--- config.mk ---
export PLATFORM = sky130hd
export DESIGN_NAME = pcs_test_pattern_fx_config
export DESIGN_NICKNAME = d
export VERILOG_FILES = /design/src/logic/pcs_tp_fx_pkg.sv /design/src/logic/pcs_test_pattern_fx_config.sv /design/src/logic/pcs_tp_byte_step.sv /design/src/logic/pcs_fx_hyst_timer.sv
export SDC_FILE = /design/constraint.sdc
export NUM_CORES = 1
export LEC_CHECK = 0
export BUFFER_PORTS_ARGS = -buffer_cell sky130_fd_sc_hd__buf_4
export CAP_MARGIN = 20
export CORE_MARGIN = 2
export CORE_UTILIZATION = 45
export DETAILED_ROUTE_END_ITERATION = 6
export HOLD_SLACK_MARGIN = 0.1
export PLACE_DENSITY = 0.62
export SLEW_MARGIN = 15
export SYNTH_ARGS = -nofsm -noshare
export SYNTH_HDL_FRONTEND = slang
export SYNTH_SLANG_ARGS = --single-unit
--- constraint.sdc ---
create_clock -name i_ref_clk -period 6.75 [get_ports i_ref_clk]
set_clock_uncertainty 0.05 [all_clocks]
set_input_delay 0.3375 -clock i_ref_clk [delete_from_list [all_inputs] [get_ports i_ref_clk]]
set_output_delay 0.3375 -clock i_ref_clk [all_outputs]
set_load 0.01 [all_outputs]
--- src/logic/pcs_tp_fx_pkg.sv ---
// Constants, field layout and encodings for the test pattern and FX sublayer block
// Summary of operation
// - Select field zero disables pattern transmission
// - Select 1 repeats D21.5 code group
// - Select 2 repeats K28.7 code group
// - Select 3 repeats K28.5 code group
// - Select 4 sends 1524-byte random frames
// - Select 5 sends 360-byte random frames
// - Frame patterns removable by build option
// - Error counter saturates, zero write clears
// - Error bit shows checker found error
// - Lock bit shows checker locked
// - Detect source: serdes or external line
// - Detect enable zero forces signal present
// - Hysteresis lasts timer times 65536ns plus 2320ns
// - Hysteresis timer field resets to five
// - One-way mode allows transmit regardless
// - Far fault detect enable, resets on
// - Far fault generate enable, resets on
// - Sublayer runs only when enabled
`default_nettype none
package pcs_tp_fx_pkg;
  // Register byte offsets
  localparam logic [7:0] TP_MODE_OFS   = 8'h00;
  localparam logic [7:0] TP_STATUS_OFS = 8'h04;
  localparam logic [7:0] FX_CFG_OFS    = 8'h08;
  // Field positions
  localparam int SEL_LSB     = 0;
  localparam int SEL_MSB     = 2;
  localparam int ERRCNT_LSB  = 8;
  localparam int ERRCNT_MSB  = 15;
  localparam int ERRFLAG_BIT = 4;
  localparam int LOCK_BIT    = 0;
  localparam int DETECT_SOURCE_SELECT_BIT  = 26;
  localparam int RSV25_BIT   = 25;
  localparam int DETECT_INPUT_ENABLE_BIT  = 24;
  localparam int RSVHI_LSB   = 12;
  localparam int RSVHI_MSB   = 15;
  localparam int HYST_LSB    = 4;
  localparam int HYST_MSB    = 7;
  localparam int UNIDIR_BIT  = 3;
  localparam int FEFCHK_BIT  = 2;
  localparam int FEFGEN_BIT  = 1;
  localparam int FXENA_BIT   = 0;
  // Reset values
  localparam logic [2:0] RST_SEL    = 3'h0;
  localparam logic       RST_DETECT_SOURCE_SELECT = 1'b0;
  localparam logic       RST_RSV25  = 1'b1;
  localparam logic       RST_DETECT_INPUT_ENABLE = 1'b1;
  localparam logic [3:0] RST_RSVHI  = 4'h4;
  localparam logic [3:0] RST_HYST   = 4'h5;
  localparam logic       RST_UNIDIR = 1'b0;
  localparam logic       RST_FEFCHK = 1'b1;
  localparam logic       RST_FEFGEN = 1'b1;
  localparam logic       RST_FXENA  = 1'b0;
  // Pattern select encodings
  typedef enum logic [2:0] {
    PAT_OFF   = 3'h0,
    PAT_HIGH  = 3'h1,
    PAT_LOW   = 3'h2,
    PAT_MIXED = 3'h3,
    PAT_LONG  = 3'h4,
    PAT_SHORT = 3'h5
  } pattern_sel_t;
  // Random frame generator states, Gray along off, gap, frame
  typedef enum logic [1:0] {
    GEN_OFF   = 2'h0,
    GEN_GAP   = 2'h1,
    GEN_FRAME = 2'h3
  } gen_state_t;
  // Code group octets before 8b10b encoding
  localparam logic [7:0] CG_D21_5 = 8'hB5;
  localparam logic [7:0] CG_K28_7 = 8'hFC;
  localparam logic [7:0] CG_K28_5 = 8'hBC;
  // Random frame shape
  localparam logic [10:0] LONG_PKT_BYTES  = 11'h5F4;
  localparam logic [10:0] SHORT_PKT_BYTES = 11'h168;
  localparam logic [10:0] GAP_BYTES       = 11'h00C;
  localparam logic [7:0]  LFSR_SEED       = 8'hFF;
  localparam logic [7:0]  LFSR_TAPS       = 8'hB8;
  // Checker lock hysteresis
  localparam logic [3:0] LOCK_MATCHES = 4'h8;
  localparam logic [3:0] LOSS_ERRORS  = 4'h4;
  localparam logic [7:0] ERRCNT_MAX   = 8'hFF;
  // Timing
  localparam int CLK_PERIOD_NS = 25;
  localparam int HYST_UNIT_NS  = 65536;
  localparam int HYST_BASE_NS  = 2320;
endpackage : pcs_tp_fx_pkg
`default_nettype wire

--- src/logic/pcs_test_pattern_fx_config.sv ---
// Top: jitter test pattern generator and checker plus FX sublayer configuration
//
// The address-and-strobe port was decided locally.
`timescale 1ns/1ps
`default_nettype none
module pcs_test_pattern_fx_config #(
  parameter bit FRAME_PATTERNS   = 1'b1,  // Build option for selects 4 and 5
  parameter int HYST_UNIT_CYCLES = (pcs_tp_fx_pkg::HYST_UNIT_NS + pcs_tp_fx_pkg::CLK_PERIOD_NS - 1)
                                   / pcs_tp_fx_pkg::CLK_PERIOD_NS,
  parameter int HYST_BASE_CYCLES = (pcs_tp_fx_pkg::HYST_BASE_NS + pcs_tp_fx_pkg::CLK_PERIOD_NS - 1)
                                   / pcs_tp_fx_pkg::CLK_PERIOD_NS
) (
  input  wire logic        i_ref_clk,
  input  wire logic        i_resetn,
  input  wire logic [7:0]  i_addr,
  input  wire logic [31:0] i_wdata,
  input  wire logic        i_wr,
  input  wire logic        i_rd,
  output logic      [31:0] o_rdata,
  output logic      [7:0]  o_tx_byte,
  output logic             o_tx_is_k,
  output logic             o_tx_test_active,
  input  wire logic [7:0]  i_rx_byte,
  input  wire logic        i_rx_is_k,
  input  wire logic        i_rx_valid,
  input  wire logic        i_sd_serdes,
  input  wire logic        i_sd_external,
  input  wire logic        i_rx_fef_seen,
  output logic             o_fx_enabled,
  output logic             o_fx_signal_detect,
  output logic             o_fx_link_up,
  output logic             o_fx_tx_allow,
  output logic             o_fef_send,
  output logic             o_fef_detected
);
  // Software-visible configuration
  logic [2:0]  sel_q;        // Pattern select
  logic        detect_source_select_q;     // Detect source select
  logic        rsv25_q;      // Reserved, stored only
  logic        detect_input_enable_q;     // Detect input enable
  logic [3:0]  rsvhi_q;      // Reserved, stored only
  logic [3:0]  hyst_q;       // Hysteresis timer field
  logic        unidir_q;     // One-way transmit enable
  logic        fefchk_q;     // Far fault detect enable
  logic        fefgen_q;     // Far fault generate enable
  logic        fxena_q;      // Sublayer enable
  // Checker state
  logic [7:0]  errcnt_q;     // Pattern error counter
  logic        errflag_q;    // Pattern error flag
  logic        lock_q;       // Checker locked
  logic [3:0]  run_q;        // Consecutive matches or misses
  logic [7:0]  prev_byte_q;  // Previous received octet
  logic        prev_k_q;     // Previous octet was control
  // Generator state
  pcs_tp_fx_pkg::gen_state_t   gen_state_q;
  logic [10:0] gen_cnt_q;    // Octet index in gap or frame
  logic [7:0]  lfsr_q;       // Current random octet
  // Combinational helpers and the registered hysteresis flag
  pcs_tp_fx_pkg::pattern_sel_t sel_eff;
  logic [7:0]  lfsr_next;    // Generator next octet
  logic [7:0]  rx_predict;   // Checker expected octet
  logic [10:0] frame_len;    // Octets per frame for the mode
  logic        is_random;    // Frame-based mode active
  logic        mismatch;     // Received octet differs
  logic        check_en;     // Checker looks at this octet
  logic        err_event;    // Counted error
  logic        cnt_clear;    // Software zeroes the counter
  logic        sd_raw;       // Selected detect line
  logic        hyst_done;    // Hysteresis elapsed
  logic [19:0] hyst_target;  // Hysteresis length in cycles

  pcs_tp_byte_step u_gen_step (
    .i_byte (lfsr_q),
    .o_next (lfsr_next)
  );

  pcs_tp_byte_step u_chk_step (
    .i_byte (prev_byte_q),
    .o_next (rx_predict)
  );

  // Unsupported or removed selects fall back to off
  always_comb begin
    case (sel_q)
      pcs_tp_fx_pkg::PAT_HIGH:  sel_eff = pcs_tp_fx_pkg::PAT_HIGH;
      pcs_tp_fx_pkg::PAT_LOW:   sel_eff = pcs_tp_fx_pkg::PAT_LOW;
      pcs_tp_fx_pkg::PAT_MIXED: sel_eff = pcs_tp_fx_pkg::PAT_MIXED;
      pcs_tp_fx_pkg::PAT_LONG:  sel_eff = FRAME_PATTERNS ? pcs_tp_fx_pkg::PAT_LONG : pcs_tp_fx_pkg::PAT_OFF;
      pcs_tp_fx_pkg::PAT_SHORT: sel_eff = FRAME_PATTERNS ? pcs_tp_fx_pkg::PAT_SHORT : pcs_tp_fx_pkg::PAT_OFF;
      default: sel_eff = pcs_tp_fx_pkg::PAT_OFF;
    endcase
    is_random = (sel_eff == pcs_tp_fx_pkg::PAT_LONG) || (sel_eff == pcs_tp_fx_pkg::PAT_SHORT);
    frame_len = (sel_eff == pcs_tp_fx_pkg::PAT_LONG) ? pcs_tp_fx_pkg::LONG_PKT_BYTES
                                                     : pcs_tp_fx_pkg::SHORT_PKT_BYTES;
  end

  // Register writes; the counter clear is handled with the checker
  always_ff @(posedge i_ref_clk or negedge i_resetn) begin
    if (!i_resetn) begin
      sel_q    <= pcs_tp_fx_pkg::RST_SEL;
      detect_source_select_q <= pcs_tp_fx_pkg::RST_DETECT_SOURCE_SELECT;
      rsv25_q  <= pcs_tp_fx_pkg::RST_RSV25;
      detect_input_enable_q <= pcs_tp_fx_pkg::RST_DETECT_INPUT_ENABLE;
      rsvhi_q  <= pcs_tp_fx_pkg::RST_RSVHI;
      hyst_q   <= pcs_tp_fx_pkg::RST_HYST;
      unidir_q <= pcs_tp_fx_pkg::RST_UNIDIR;
      fefchk_q <= pcs_tp_fx_pkg::RST_FEFCHK;
      fefgen_q <= pcs_tp_fx_pkg::RST_FEFGEN;
      fxena_q  <= pcs_tp_fx_pkg::RST_FXENA;
    end else if (i_wr && i_addr == pcs_tp_fx_pkg::TP_MODE_OFS) begin
      sel_q    <= i_wdata[pcs_tp_fx_pkg::SEL_MSB:pcs_tp_fx_pkg::SEL_LSB];
    end else if (i_wr && i_addr == pcs_tp_fx_pkg::FX_CFG_OFS) begin
      detect_source_select_q <= i_wdata[pcs_tp_fx_pkg::DETECT_SOURCE_SELECT_BIT];
      // Reserved bits stored as written; keeping them at reset is up to software
      rsv25_q  <= i_wdata[pcs_tp_fx_pkg::RSV25_BIT];
      detect_input_enable_q <= i_wdata[pcs_tp_fx_pkg::DETECT_INPUT_ENABLE_BIT];
      rsvhi_q  <= i_wdata[pcs_tp_fx_pkg::RSVHI_MSB:pcs_tp_fx_pkg::RSVHI_LSB];
      hyst_q   <= i_wdata[pcs_tp_fx_pkg::HYST_MSB:pcs_tp_fx_pkg::HYST_LSB];
      unidir_q <= i_wdata[pcs_tp_fx_pkg::UNIDIR_BIT];
      fefchk_q <= i_wdata[pcs_tp_fx_pkg::FEFCHK_BIT];
      fefgen_q <= i_wdata[pcs_tp_fx_pkg::FEFGEN_BIT];
      fxena_q  <= i_wdata[pcs_tp_fx_pkg::FXENA_BIT];
    end
  end

  // Read data one cycle after the strobe, zero otherwise and for unmapped addresses
  always_ff @(posedge i_ref_clk or negedge i_resetn) begin
    if (!i_resetn) begin
      o_rdata <= '0;
    end else begin
      o_rdata <= '0;
      if (i_rd && i_addr == pcs_tp_fx_pkg::TP_MODE_OFS) begin
        o_rdata[pcs_tp_fx_pkg::SEL_MSB:pcs_tp_fx_pkg::SEL_LSB] <= sel_q;
      end else if (i_rd && i_addr == pcs_tp_fx_pkg::TP_STATUS_OFS) begin
        o_rdata[pcs_tp_fx_pkg::ERRCNT_MSB:pcs_tp_fx_pkg::ERRCNT_LSB] <= errcnt_q;
        o_rdata[pcs_tp_fx_pkg::ERRFLAG_BIT] <= errflag_q;
        o_rdata[pcs_tp_fx_pkg::LOCK_BIT]    <= lock_q;
      end else if (i_rd && i_addr == pcs_tp_fx_pkg::FX_CFG_OFS) begin
        o_rdata[pcs_tp_fx_pkg::DETECT_SOURCE_SELECT_BIT] <= detect_source_select_q;
        o_rdata[pcs_tp_fx_pkg::RSV25_BIT]  <= rsv25_q;
        o_rdata[pcs_tp_fx_pkg::DETECT_INPUT_ENABLE_BIT] <= detect_input_enable_q;
        o_rdata[pcs_tp_fx_pkg::RSVHI_MSB:pcs_tp_fx_pkg::RSVHI_LSB] <= rsvhi_q;
        o_rdata[pcs_tp_fx_pkg::HYST_MSB:pcs_tp_fx_pkg::HYST_LSB]   <= hyst_q;
        o_rdata[pcs_tp_fx_pkg::UNIDIR_BIT] <= unidir_q;
        o_rdata[pcs_tp_fx_pkg::FEFCHK_BIT] <= fefchk_q;
        o_rdata[pcs_tp_fx_pkg::FEFGEN_BIT] <= fefgen_q;
        o_rdata[pcs_tp_fx_pkg::FXENA_BIT]  <= fxena_q;
      end
    end
  end

  // Random frame sequencer: gap of idles, then a frame of chained octets
  always_ff @(posedge i_ref_clk or negedge i_resetn) begin
    if (!i_resetn) begin
      gen_state_q <= pcs_tp_fx_pkg::GEN_OFF;
      gen_cnt_q   <= '0;
      lfsr_q      <= pcs_tp_fx_pkg::LFSR_SEED;
    end else if (!is_random) begin
      gen_state_q <= pcs_tp_fx_pkg::GEN_OFF;
      gen_cnt_q   <= '0;
    end else begin
      case (gen_state_q)
        pcs_tp_fx_pkg::GEN_OFF: begin
          gen_state_q <= pcs_tp_fx_pkg::GEN_GAP;
          gen_cnt_q   <= '0;
        end
        pcs_tp_fx_pkg::GEN_GAP: begin
          if (gen_cnt_q == pcs_tp_fx_pkg::GAP_BYTES - 11'h001) begin
            gen_state_q <= pcs_tp_fx_pkg::GEN_FRAME;
            gen_cnt_q   <= '0;
          end else begin
            gen_cnt_q   <= gen_cnt_q + 11'h001;
          end
        end
        pcs_tp_fx_pkg::GEN_FRAME: begin
          // Chain never restarts so the checker can follow across frames
          lfsr_q <= lfsr_next;
          if (gen_cnt_q == frame_len - 11'h001) begin
            gen_state_q <= pcs_tp_fx_pkg::GEN_GAP;
            gen_cnt_q   <= '0;
          end else begin
            gen_cnt_q   <= gen_cnt_q + 11'h001;
          end
        end
        default: begin
          gen_state_q <= pcs_tp_fx_pkg::GEN_OFF;
          gen_cnt_q   <= '0;
        end
      endcase
    end
  end

  // Transmit code group, one per clock
  always_ff @(posedge i_ref_clk or negedge i_resetn) begin
    if (!i_resetn) begin
      o_tx_byte        <= '0;
      o_tx_is_k        <= 1'b0;
      o_tx_test_active <= 1'b0;
    end else begin
      o_tx_test_active <= (sel_eff != pcs_tp_fx_pkg::PAT_OFF);
      case (sel_eff)
        pcs_tp_fx_pkg::PAT_HIGH: begin
          o_tx_byte <= pcs_tp_fx_pkg::CG_D21_5;
          o_tx_is_k <= 1'b0;
        end
        pcs_tp_fx_pkg::PAT_LOW: begin
          o_tx_byte <= pcs_tp_fx_pkg::CG_K28_7;
          o_tx_is_k <= 1'b1;
        end
        pcs_tp_fx_pkg::PAT_MIXED: begin
          o_tx_byte <= pcs_tp_fx_pkg::CG_K28_5;
          o_tx_is_k <= 1'b1;
        end
        pcs_tp_fx_pkg::PAT_LONG, pcs_tp_fx_pkg::PAT_SHORT: begin
          // Frame octets are data, gaps are comma idles
          o_tx_byte <= (gen_state_q == pcs_tp_fx_pkg::GEN_FRAME) ? lfsr_q : pcs_tp_fx_pkg::CG_K28_5;
          o_tx_is_k <= (gen_state_q != pcs_tp_fx_pkg::GEN_FRAME);
        end
        default: begin
          o_tx_byte <= '0;
          o_tx_is_k <= 1'b0;
        end
      endcase
    end
  end

  // Expected octet comparison; random frames are predicted from the last octet
  always_comb begin
    case (sel_eff)
      pcs_tp_fx_pkg::PAT_HIGH:  mismatch = i_rx_is_k || (i_rx_byte != pcs_tp_fx_pkg::CG_D21_5);
      pcs_tp_fx_pkg::PAT_LOW:   mismatch = !i_rx_is_k || (i_rx_byte != pcs_tp_fx_pkg::CG_K28_7);
      pcs_tp_fx_pkg::PAT_MIXED: mismatch = !i_rx_is_k || (i_rx_byte != pcs_tp_fx_pkg::CG_K28_5);
      pcs_tp_fx_pkg::PAT_LONG, pcs_tp_fx_pkg::PAT_SHORT: begin
        if (i_rx_is_k) begin
          mismatch = (i_rx_byte != pcs_tp_fx_pkg::CG_K28_5);
        end else if (prev_k_q) begin
          mismatch = 1'b0; // First frame octet seeds the prediction
        end else begin
          mismatch = (i_rx_byte != rx_predict);
        end
      end
      default:  mismatch = 1'b0;
    endcase
    check_en  = i_rx_valid && (sel_eff != pcs_tp_fx_pkg::PAT_OFF);
    err_event = check_en && mismatch && lock_q;
    cnt_clear = i_wr && (i_addr == pcs_tp_fx_pkg::TP_STATUS_OFS)
                && (i_wdata[pcs_tp_fx_pkg::ERRCNT_MSB:pcs_tp_fx_pkg::ERRCNT_LSB] == 8'h00);
  end

  // Lock: enough good octets in a row to lock, enough bad in a row to drop
  always_ff @(posedge i_ref_clk or negedge i_resetn) begin
    if (!i_resetn) begin
      lock_q      <= 1'b0;
      run_q       <= '0;
      prev_byte_q <= '0;
      prev_k_q    <= 1'b1;
    end else if (sel_eff == pcs_tp_fx_pkg::PAT_OFF) begin
      lock_q <= 1'b0;
      run_q  <= '0;
    end else if (i_rx_valid) begin
      prev_byte_q <= i_rx_byte;
      prev_k_q    <= i_rx_is_k;
      if (lock_q == mismatch) begin
        // Locked and missing, or unlocked and matching: count toward a change
        if (run_q == (lock_q ? pcs_tp_fx_pkg::LOSS_ERRORS : pcs_tp_fx_pkg::LOCK_MATCHES) - 4'h1) begin
          lock_q <= !lock_q;
          run_q  <= '0;
        end else begin
          run_q  <= run_q + 4'h1;
        end
      end else begin
        run_q <= '0;
      end
    end
  end

  // Error counter and flag; a counted error wins over a clear in the same cycle
  always_ff @(posedge i_ref_clk or negedge i_resetn) begin
    if (!i_resetn) begin
      errcnt_q  <= '0;
      errflag_q <= 1'b0;
    end else if (err_event) begin
      errflag_q <= 1'b1;
      if (cnt_clear) begin
        errcnt_q <= 8'h01;
      end else if (errcnt_q != pcs_tp_fx_pkg::ERRCNT_MAX) begin
        errcnt_q <= errcnt_q + 8'h01;
      end
    end else if (cnt_clear) begin
      errcnt_q  <= '0;
      errflag_q <= 1'b0;
    end
  end

  // Detect source selection and hysteresis length
  always_comb begin
    sd_raw      = detect_source_select_q ? i_sd_external : i_sd_serdes;
    hyst_target = 20'(int'(hyst_q) * HYST_UNIT_CYCLES + HYST_BASE_CYCLES);
  end

  pcs_fx_hyst_timer #(
    .CNT_W (20)
  ) u_hyst (
    .i_ref_clk (i_ref_clk),
    .i_resetn  (i_resetn),
    .i_level   (o_fx_signal_detect),
    .i_target  (hyst_target),
    .o_done    (hyst_done)
  );

  // FX sublayer status and transmit gating, all quiet while disabled
  always_ff @(posedge i_ref_clk or negedge i_resetn) begin
    if (!i_resetn) begin
      o_fx_enabled       <= 1'b0;
      o_fx_signal_detect <= 1'b0;
      o_fx_link_up       <= 1'b0;
      o_fx_tx_allow      <= 1'b0;
      o_fef_send         <= 1'b0;
      o_fef_detected     <= 1'b0;
    end else begin
      o_fx_enabled       <= fxena_q;
      o_fx_signal_detect <= fxena_q && (!detect_input_enable_q || sd_raw);
      o_fx_link_up       <= fxena_q && hyst_done;
      o_fx_tx_allow      <= fxena_q && (o_fx_link_up || unidir_q);
      // Far fault is sent while the receive link is down
      o_fef_send         <= fxena_q && fefgen_q && !o_fx_link_up;
      o_fef_detected     <= fxena_q && fefchk_q && i_rx_fef_seen;
    end
  end
endmodule : pcs_test_pattern_fx_config
`default_nettype wire

--- src/logic/pcs_tp_byte_step.sv ---
// Next-octet function of the self-synchronising random pattern
`timescale 1ns/1ps
`default_nettype none
module pcs_tp_byte_step (
  input  wire logic [7:0] i_byte,
  output logic      [7:0] o_next
);
  // Shift left with parity of tapped bits; a nonzero octet never maps to zero
  always_comb begin
    o_next = {i_byte[6:0], ^(i_byte & pcs_tp_fx_pkg::LFSR_TAPS)};
  end
endmodule : pcs_tp_byte_step
`default_nettype wire

--- src/logic/pcs_fx_hyst_timer.sv ---
// Link hysteresis timer: signal must hold for the target count before link up
`timescale 1ns/1ps
`default_nettype none
module pcs_fx_hyst_timer #(
  parameter int CNT_W = 20
) (
  input  wire logic             i_ref_clk,
  input  wire logic             i_resetn,
  input  wire logic             i_level,   // Qualified signal present
  input  wire logic [CNT_W-1:0] i_target,  // Cycles the level must hold
  output logic                  o_done     // Level has held long enough
);
  logic [CNT_W-1:0] cnt_q;  // Cycles of continuous level

  // Any drop restarts the count, so glitches never bring the link up
  always_ff @(posedge i_ref_clk or negedge i_resetn) begin
    if (!i_resetn) begin
      cnt_q  <= '0;
      o_done <= 1'b0;
    end else if (!i_level) begin
      cnt_q  <= '0;
      o_done <= 1'b0;
    end else if (cnt_q >= i_target) begin
      o_done <= 1'b1;
    end else begin
      cnt_q  <= cnt_q + {{(CNT_W-1){1'b0}}, 1'b1};
    end
  end
endmodule : pcs_fx_hyst_timer
`default_nettype wire

Yosys cells after proc, flatten, opt, wreduce, memory -nomap -nowiden
Index checks and enable logic that the tools add are counted.
{"block": "op_classes", "mux": 49, "n_mul": 1, "n_reduce_logical": 47, "div": 0, "bitwise_logic": 2, "shifts": 0, "n_eq_ne": 28, "order_cmp": 1, "n_addsub": 7}
{"op": "two-way mux 8 bit", "count": 6}
{"op": "two-way mux 11 bit", "count": 4}
{"op": "two-way mux 20 bit", "count": 2}
{"op": "two-way mux 4 bit", "count": 8}
{"op": "!= test 8 bit, second input constant", "count": 4}
{"op": "one-hot mux 8 bit (4 select lines)", "count": 1}
{"op": "one-hot mux 11 bit (2 select lines)", "count": 1}
{"op": "adder 20 x 1 -> 20 bit, second input constant", "count": 1}
{"op": ">= comparator 20 x 17 -> 1 bit", "count": 1}
{"op": "two-way mux 3 bit", "count": 6}
{"op": "adder 16 x 7 -> 17 bit, second input constant", "count": 1}
{"op": "logical AND 1 bit", "count": 17}
{"op": "logical NOT 8 bit", "count": 2}
{"op": "XOR reduction 8 bit", "count": 2}
{"op": "multiplier 4 x 11 -> 15 bit, second input constant", "count": 1}
{"op": "one-hot mux 3 bit (5 select lines)", "count": 1}
{"op": "two-way mux 1 bit", "count": 13}
{"op": "two-way mux 13 bit", "count": 1}
{"op": "equality test 3 x 2 -> 1 bit, second input constant", "count": 4}
{"op": "equality test 3 bit, second input constant", "count": 4}
{"op": "adder 11 x 1 -> 11 bit, second input constant", "count": 1}
{"op": "equality test 11 bit", "count": 1}
{"op": "equality test 11 x 4 -> 1 bit, second input constant", "count": 1}
{"op": "subtractor 11 x 1 -> 11 bit, second input constant", "count": 1}
{"op": "28 further kinds", "count": 51}
{"block": "totals", "mem_count": 0, "ramBits": 0, "regBits": 118, "latchBits": 0, "mem_bits_ro": 0}

Logic depth before layout (Yosys ltp)
Gate-level depths: netlist of the first run.
{"block": "logic_depth", "ltp_word": 9, "ltp_mapped": 21}

Hierarchy
Synthesis of the first run repeated with hierarchy kept, for this count alone.
{"block": "unflattened", "cells_unflattened": 732, "area_unflattened_um2": 7239.4}
{"module": "pcs_test_pattern_fx_config", "cells_each": 520, "area_each_um2": 5415.2, "instances": 1}
{"module": "pcs_fx_hyst_timer", "cells_each": 192, "area_each_um2": 1666.6, "instances": 1}
{"module": "pcs_tp_byte_step", "cells_each": 10, "area_each_um2": 78.8, "instances": 2}

Worst setup path after synthesis of the first run
No wires, ideal clock.
{"block": "synth_timing", "path_type": "register -> register", "start": "reg hyst_q[2]", "end": "reg u_hyst.cnt_q[9]", "path_buffers": 0, "arrival_ns": 5.522, "synth_period_minus_slack_ns": 5.704, "setup_ns": 0.132, "setup_slack_ns": 1.046, "path_stages_with_launch": 19, "required_ns": 6.568, "path_cell_list": "dfstp_2 fa_1 fa_1 inv_1 fa_1 nand2b_2 a21oi_4 nor2b_1 a2111oi_4 nand4_2 or4_4 mux2_4 nor3_1 ha_1 a21oi_1 o2111ai_1 a2111oi_0 xnor2_1 nor2_1"}
{"block": "synth_between", "elab_chain_cells": 4}
{"element": "start, declared", "line": "pcs_test_pattern_fx_config.sv:42", "rtl": "logic [3:0] hyst_q;"}
{"element": "start signal, assigned", "line": "pcs_test_pattern_fx_config.sv:105", "rtl": "hyst_q <= pcs_tp_fx_pkg::RST_HYST;"}
{"element": "start signal, assigned", "line": "pcs_test_pattern_fx_config.sv:118", "rtl": "hyst_q <= i_wdata[pcs_tp_fx_pkg::HYST_MSB:pcs_tp_fx_pkg::HYST_LSB];"}
{"element": "multiplier 4 x 11 -> 15 bit", "line": "pcs_test_pattern_fx_config.sv:298", "rtl": "hyst_target = 20'(int'(hyst_q) * HYST_UNIT_CYCLES + HYST_BASE_CYCLES);"}
{"element": "adder 16 x 7 -> 17 bit", "line": "pcs_test_pattern_fx_config.sv:298"}
{"element": ">= comparator 20 x 17 -> 1 bit", "line": "pcs_fx_hyst_timer.sv:23", "rtl": "end else if (cnt_q >= i_target) begin"}
{"element": "!= test 2 bit (no source line)"}
{"element": "end signal, assigned", "line": "pcs_fx_hyst_timer.sv:26", "rtl": "cnt_q <= cnt_q + {{(CNT_W-1){1'b0}}, 1'b1};"}
{"element": "end, declared", "line": "pcs_fx_hyst_timer.sv:13", "rtl": "logic [CNT_W-1:0] cnt_q;"}
No other way between the ends.
A chain may end at the register's enable or synchronous reset.

Worst setup path in the final report of the first run
Same ends and word-level chain as after synthesis.

==> impl_metrics.py, run 1 <==
metrics = {
    "timing": {
        "fin_ws_ns": 0.405,
        "period_minus_slack_ns": 6.35,
        "maxSlewViolCount": 0,
        "worst_pin_slew_ns": 0.830,
        "setup_violations": 0,
        "post-route-period-util_pct": 94.0,
        "rsz0062_at_grt": "no",
        "max_freq_mhz": 158,
        "fin_setup_tns_ns": 0,
        "final_hold_viol_count": 0,
        "slew_headroom_pct": 44.5,
    },
    "clocking": {
        "cts_root_buf": "clkbuf_16",
        "htree_levels": 4,
        "clock_path_buffers": 2,
        "insertion_delay_ns": 0.41,
        "path_clk_slew_ns": 0.06,
        "post_cts_buffers": 0,
        "tritoncts": "done",
        "cts_made_buffers": 17,
        "cts.sinks": 118,
    },
    "die": {
        "rows": 44,
        "die_w_um": 126,
        "core_um2": 14500,
        "ios": 105,
        "initial_core_util_pct": 45.9,
        "die_area_um2": 15800,
        "dieHeight_um": 126,
    },
    "yosys": {
        "seq_area_frac_synth_pct": 44.5,
        "netlist_area_um2": 6680,
        "synth_top_cell_by_area": "dfrtp_1",
        "async_flop_share_pct": 100,
        "synth_seq_cells": 118,
        "syn_avg_cell_area_um2": 10.4,
        "yosysTopAreaCellShare_pct": 38.2,
        "synth_area_leaders": "dfrtp_1 38%, ha_1 7.3%, dfstp_2 6.3%",
        "synth_ff_type": "dfrtp_1",
        "synth_edf_count": 0,
        "syn-instance-count": 641,
        "synth_cell_types": 69,
        "yosysWarnings": 0,
    },
    "final_layout": {
        "ff_latch_area_um2": 2970,
        "synthToLayoutAreaGrowth_pct": 20.9,
        "multi_input_area_um2": 3510,
        "final_layout_size_suffix_gt1_share_pct": 23.5,
        "fillers": 1285,
        "layout.nets": 829,
        "num_antenna_cells": 0,
    },
    "routing": {
        "drt_first_iter_violations": 232,
        "routed-via-count": 4924,
        "via_per_inst": 5.33,
        "firstDrtPassIters": 4,
        "postRouteAntennaNets": 0,
        "drcViolationCount": 0,
        "route.detailed.wl_per_inst_um": 15.2,
        "drt-total-wl_um": 14100,
    },
    "worst_setup_path": {
        "critical_path.max_fanout": 15,
        "worstPathArrival_ns": 6.57,
        "crit_type": "flop to flop",
        "cp_data_required_time_ns": 6.97,
        "cp-start-kind": "flop",
        "cp-end-kind": "flop",
    },
    "hold_path": {
        "hp-class": "input port to flop",
    },
    "grt": {
        "grt_pass1_wl_um": 24000,
        "grt_overflow": 0,
        "antenna_found_initial": 0,
        "grt_pass1_vias": 5050,
        "track_usage_pct": 18.5,
        "grt_max_degree": 81,
    },
    "place": {
        "port_buffers": 78,
        "dp_slack_ns": 0.186,
        "dp_hpwl_um": 10200,
        "gp_congestion": 0.840,
    },
    "flow_run": {
        "max-cap-violations": 0,
    },
    "run_status": {
        "outcome": "finished, final reports clean",
    },
    "power": {
        "p_leak_nw": 3.76,
        "vdd_ir_drop_max_mv": 0.176,
        "powerDensity_nw_per_um2": 231,
    },
}
==> cell usage after synthesis, types with 4 or more instances <==
cell and instances:
nor2_1 51, a211oi_1 9, fa_1 6, a21o_1 15
mux2_2 25, a22o_1 5, o21ai_1 5, buf_4 14
dfrtp_1 102, and3_1 13, mux2i_1 10, nand2_1 59
a2111oi_0 4, xnor2_1 34, xor2_1 24, nand4_1 13
nor4_1 6, nand2b_1 11, nor3_1 11, ha_1 39
and2_1 12, dfstp_2 16, nand3_1 20, o21a_1 4
inv_1 26, o21ai_0 15, clkbuf_1 13, a21oi_1 18
==> state kept, by name (all words and copies together), names as in the netlist, 2 cells and up <==
name	count
o_tx_byte	8
o_rdata	19
errcnt_q	8
sel_q	3
gen_cnt_q	11
run_q	4
prev_byte_q	8
u_hyst.cnt_q	20
lfsr_q	8
hyst_q	4
rsvhi_q	4
gen_state_q	2
==> cell type report <==
type	count	area share, %
Timing Repair Buffer	84	8.13
Inverter	26	1.21
Tap cell	184	2.85
Multi-Input combinational cell	480	43.5
Sequential cell	118	36.8
Clock buffer	17	5.27
Clock inverter	15	2.19
==> cell families after synthesis <==
logic type / after synthesis / share of synthesized area [%]
buffers and inverters: 55 / 3.99
other: 1 / 0.0562
XOR/XNOR: 61 / 8.43
multiplexers: 37 / 6.17
flip-flops: 118 / 44.5
adder cells (fa/ha/maj): 45 / 9.11
AO/OA/AOI/OAI: 104 / 11.1
AND/OR/NAND/NOR: 220 / 16.6
==> critical path, cell delays in order, from the launching register on <==
cell,delay (ns)
dfstp_2,0.65
fa_1,0.56
fa_1,0.58
inv_1,0.07
fa_1,0.49
nand2b_2,0.23
a21oi_4,0.16
nor2b_1,0.09
a2111oi_4,0.41
nand4_2,0.19
or4_4,0.58
mux2_4,0.32
nor3_1,0.18
ha_1,0.27
a21oi_1,0.25
a31oi_2,0.34
a2111oi_1,0.56
xnor2_1,0.18
nor2_1,0.06
==> cells in the final DEF, fill, tap and decap left out, types with 12 or more instances in the layout <==
master       n
a21o_1      15
a21oi_1     18
and2_1      12
and3_1      13
buf_4       81
clkbuf_16   17
conb_1      13
dfrtp_1    102
dfstp_2     16
ha_1        39
inv_1       26
mux2_2      25
nand2_1     59
nand3_1     20
nand4_1     13
nor2_1      51
o21ai_0     15
xnor2_1     34
xor2_1      24
==> final timing paths <==
kind / start / endpoint / slack (ns) / cells past startpoint
worst min-delay path: i_wdata[25] / rsv25_q$_DFFE_PN1P_ / 0.11 / 2
worst min register to register: lfsr_q[2]$_DFFE_PN1P_ / lfsr_q[3]$_DFFE_PN1P_ / 0.42 / 2
worst max-delay path: hyst_q[2]$_DFFE_PN1P_ / u_hyst.cnt_q[9]$_DFFE_PN0P_ / 0.40 / 18
min in group asynchronous: i_resetn / prev_byte_q[0]$_DFFE_PN0P_ / 0.39 / 2
max in group asynchronous: i_resetn / hyst_q[2]$_DFFE_PN1P_ / 5.18 / 4
worst max register to register: hyst_q[2]$_DFFE_PN1P_ / u_hyst.cnt_q[9]$_DFFE_PN0P_ / 0.40 / 18
==> power by group <==
group,internal [mW],switching [mW],total [mW]
combinational,0.0914,0.109,0.201
sequential,0.731,0.0187,0.750
clock,0.581,0.328,0.909
==> metrics by stage <==
step	total power, mW	utilization, %	hold slack (ns)	area (um2)	cells
after floorplan	0.887	-	-0.00809	6720	653
after global placement	0.954	50.8	0.284	7390	889
after detailed placement	0.959	50.8	0.292	7390	889
after CTS	1.88	55.1	0.100	8010	923
after global routing	1.94	55.5	0.104	8070	924
final	1.86	55.5	0.113	8070	924
==> timing repair <==
item,in CTS,in global routing
hold buffers,2,0
endpoints found under the hold margin,28,0
setup endpoints to repair,0,9
resized for setup,0,7
==> layer usage <==
layer / part of all wire (%) / GRT usage, % / up-vias
met4: 0.57 / 6.08 / 0
met1: 46 / 24.1 / 2414
met2: 50 / 31.1 / 97
li1: - / - / 2405
met5: 0 / 0 / -
met3: 3.9 / 3.91 / 8
Power figures use the tool's default switching activity.
==> inputs of run 2 (changes only) <==
--- a/config.mk
+++ b/config.mk
@@ -11,6 +11,7 @@
 export CORE_UTILIZATION = 45
 export DETAILED_ROUTE_END_ITERATION = 6
 export HOLD_SLACK_MARGIN = 0.1
+export MAX_ROUTING_LAYER = met4
 export PLACE_DENSITY = 0.62
 export SLEW_MARGIN = 15
 export SYNTH_ARGS = -nofsm -noshare
==> impl_metrics.py, run 2 (synthesized netlist as in run 1, its figures left out) <==
metrics = {
    "run_status": {
        "outcome": "finished, final reports clean",
    },
    "final_layout": {
        "layout.nets": 829,
        "final_common_cell": "dfrtp_1",
        "mostFrequentLayoutCells": "102 x dfrtp_1, 81 x buf_4, 59 x nand2_1",
        "largest_reg_flops": 20,
        "top_regs": "u_hyst.cnt_q x20, o_rdata x19, gen_cnt_q x11",
        "num_antenna_cells": 0,
        "synthToLayoutAreaGrowth_pct": 20.9,
        "final_layout_size_suffix_gt1_share_pct": 23.5,
        "regMostFlops": "u_hyst.cnt_q",
        "fin_cells": 924,
        "fillers": 1285,
    },
    "routing": {
        "postRouteAntennaNets": 0,
        "firstDrtPassIters": 4,
        "drt-total-wl_um": 14100,
        "routed-via-count": 4926,
        "drt_first_iter_violations": 264,
        "via_per_inst": 5.33,
        "drcViolationCount": 0,
        "route.detailed.wl_per_inst_um": 15.3,
    },
    "power": {
        "vdd_ir_drop_max_mv": 0.176,
        "finalPower_mw": 1.86,
        "p_leak_nw": 3.76,
        "powerDensity_nw_per_um2": 231,
    },
    "timing": {
        "worst_pin_slew_ns": 0.831,
        "slew_headroom_pct": 44.5,
        "max_freq_mhz": 157,
        "post-route-period-util_pct": 94.1,
        "fin_ws_ns": 0.399,
        "rsz0062_at_grt": "no",
        "maxSlewViolCount": 0,
        "hold_ws_ns": 0.115,
        "setup_violations": 0,
        "period_minus_slack_ns": 6.35,
        "final_hold_viol_count": 0,
        "fin_setup_tns_ns": 0,
    },
    "clocking": {
        "insertion_delay_ns": 0.41,
        "htree_levels": 4,
        "cts.sinks": 118,
        "post_cts_buffers": 0,
        "tritoncts": "done",
        "cts_root_buf": "clkbuf_16",
        "cts_made_buffers": 17,
        "path_clk_slew_ns": 0.06,
        "clock_path_buffers": 2,
    },
    "grt": {
        "grt_pass1_wl_um": 24000,
        "grt_pass1_vias": 5050,
        "antenna_found_initial": 0,
        "grt_overflow": 0,
        "grt_max_degree": 81,
        "track_usage_pct": 19.0,
    },
    "worst_setup_path": {
        "slowest_delay_ns": 0.65,
        "startpoint": "hyst_q[2]$_DFFE_PN1P_",
        "cpMaxStageDelayCell": "dfstp_2",
        "cp-end-kind": "flop",
        "cp_data_required_time_ns": 6.98,
        "rrSetupSlack_ns": 0.40,
        "critPathMostFrequentCell": "fa_1",
        "critPathBufInv": 1,
        "worstPathArrival_ns": 6.58,
        "cp-start-kind": "flop",
        "critical_path.max_fanout": 15,
        "cp_top_family": "adder cells",
        "crit_type": "flop to flop",
        "worstReg2RegStart": "hyst_q[2]$_DFFE_PN1P_",
        "cp_cell_sequence": "fa_1 -> fa_1 -> inv_1 -> fa_1 -> nand2b_2 -> a21oi_4 -> nor2b_1 -> a2111oi_4 -> nand4_2 -> or4_4 -> mux2_4 -> nor3_1 -> ha_1 -> a21oi_1 -> a31oi_2 -> a2111oi_1 -> xnor2_1 -> nor2_1",
    },
    "place": {
        "dp_cells": 889,
        "gp_congestion": 0.853,
        "dp_hpwl_um": 10200,
        "port_buffers": 78,
        "dp_slack_ns": 0.186,
    },
    "hold_path": {
        "worstHoldStart": "i_wdata[5]",
        "hp-class": "input port to flop",
    },
    "die": {
        "initial_core_util_pct": 45.9,
        "rows": 44,
        "dieHeight_um": 126,
        "die_w_um": 126,
        "ios": 105,
        "core_um2": 14500,
        "die_area_um2": 15800,
    },
    "flow_run": {
        "max-cap-violations": 0,
    },
}
==> run 2: cell counts in the layout (fill, tap and decap cells not counted) <==
Identical to the previous run, type by type.
==> run 2: per-layer routing <==
| metal | vias up | routed length, um | track usage, % |
|---|---|---|---|
| met5 | - | 0 | - |
| met2 | 87 | 6950 | 31.1 |
| met4 | 0 | 157 | 5.30 |
| li1 | 2402 | - | - |
| met1 | 2422 | 6500 | 24.1 |
| met3 | 15 | 493 | 4.04 |
==> run 2: cell type report <==
| type | instances | area [um2] | area share (%) |
|---|---|---|---|
| multi-input combinational | 480 | 3510 | 43.5 |
| sequential | 118 | 2970 | 36.8 |
| timing repair buffer | 84 | 656 | 8.13 |
| clock buffer | 17 | 425 | 5.27 |
| tap | 184 | 230 | 2.85 |
| clock inverter | 15 | 176 | 2.19 |
| inverter | 26 | 97.6 | 1.21 |
==> run 2: worst paths after layout <==
check,to,cells past startpoint
worst max-delay path,u_hyst.cnt_q[14]$_DFFE_PN0P_,18
worst min-delay path,hyst_q[1]$_DFFE_PN0P_,2
worst max register to register,u_hyst.cnt_q[14]$_DFFE_PN0P_,18
worst min register to register,lfsr_q[3]$_DFFE_PN1P_,2
max in group asynchronous,hyst_q[2]$_DFFE_PN1P_,4
min in group asynchronous,prev_byte_q[2]$_DFFE_PN0P_,2
==> run 2: metrics by stage <==
| stage | utilization (%) | area, um2 |
|---|---|---|
| floorplan | - | 6720 |
| global placement | 50.8 | 7390 |
| detailed placement | 50.8 | 7390 |
| CTS | 55.1 | 8010 |
| global route | 55.5 | 8070 |
| finish | 55.5 | 8070 |
==> run 2: power breakdown <==
group          switching (mW)  total [mW]  internal, mW
Combinational           0.110       0.201        0.0914
Sequential             0.0188       0.750         0.731
Clock                   0.330       0.910         0.581
Total                   0.458        1.86          1.40
==> run 2: timing repair <==
| item | CTS | global route |
|---|---|---|
| hold endpoints to repair | 28 | 0 |
| gates resized for setup | 0 | 7 |
| setup endpoints to repair | 0 | 9 |
| hold buffers | 2 | 0 |
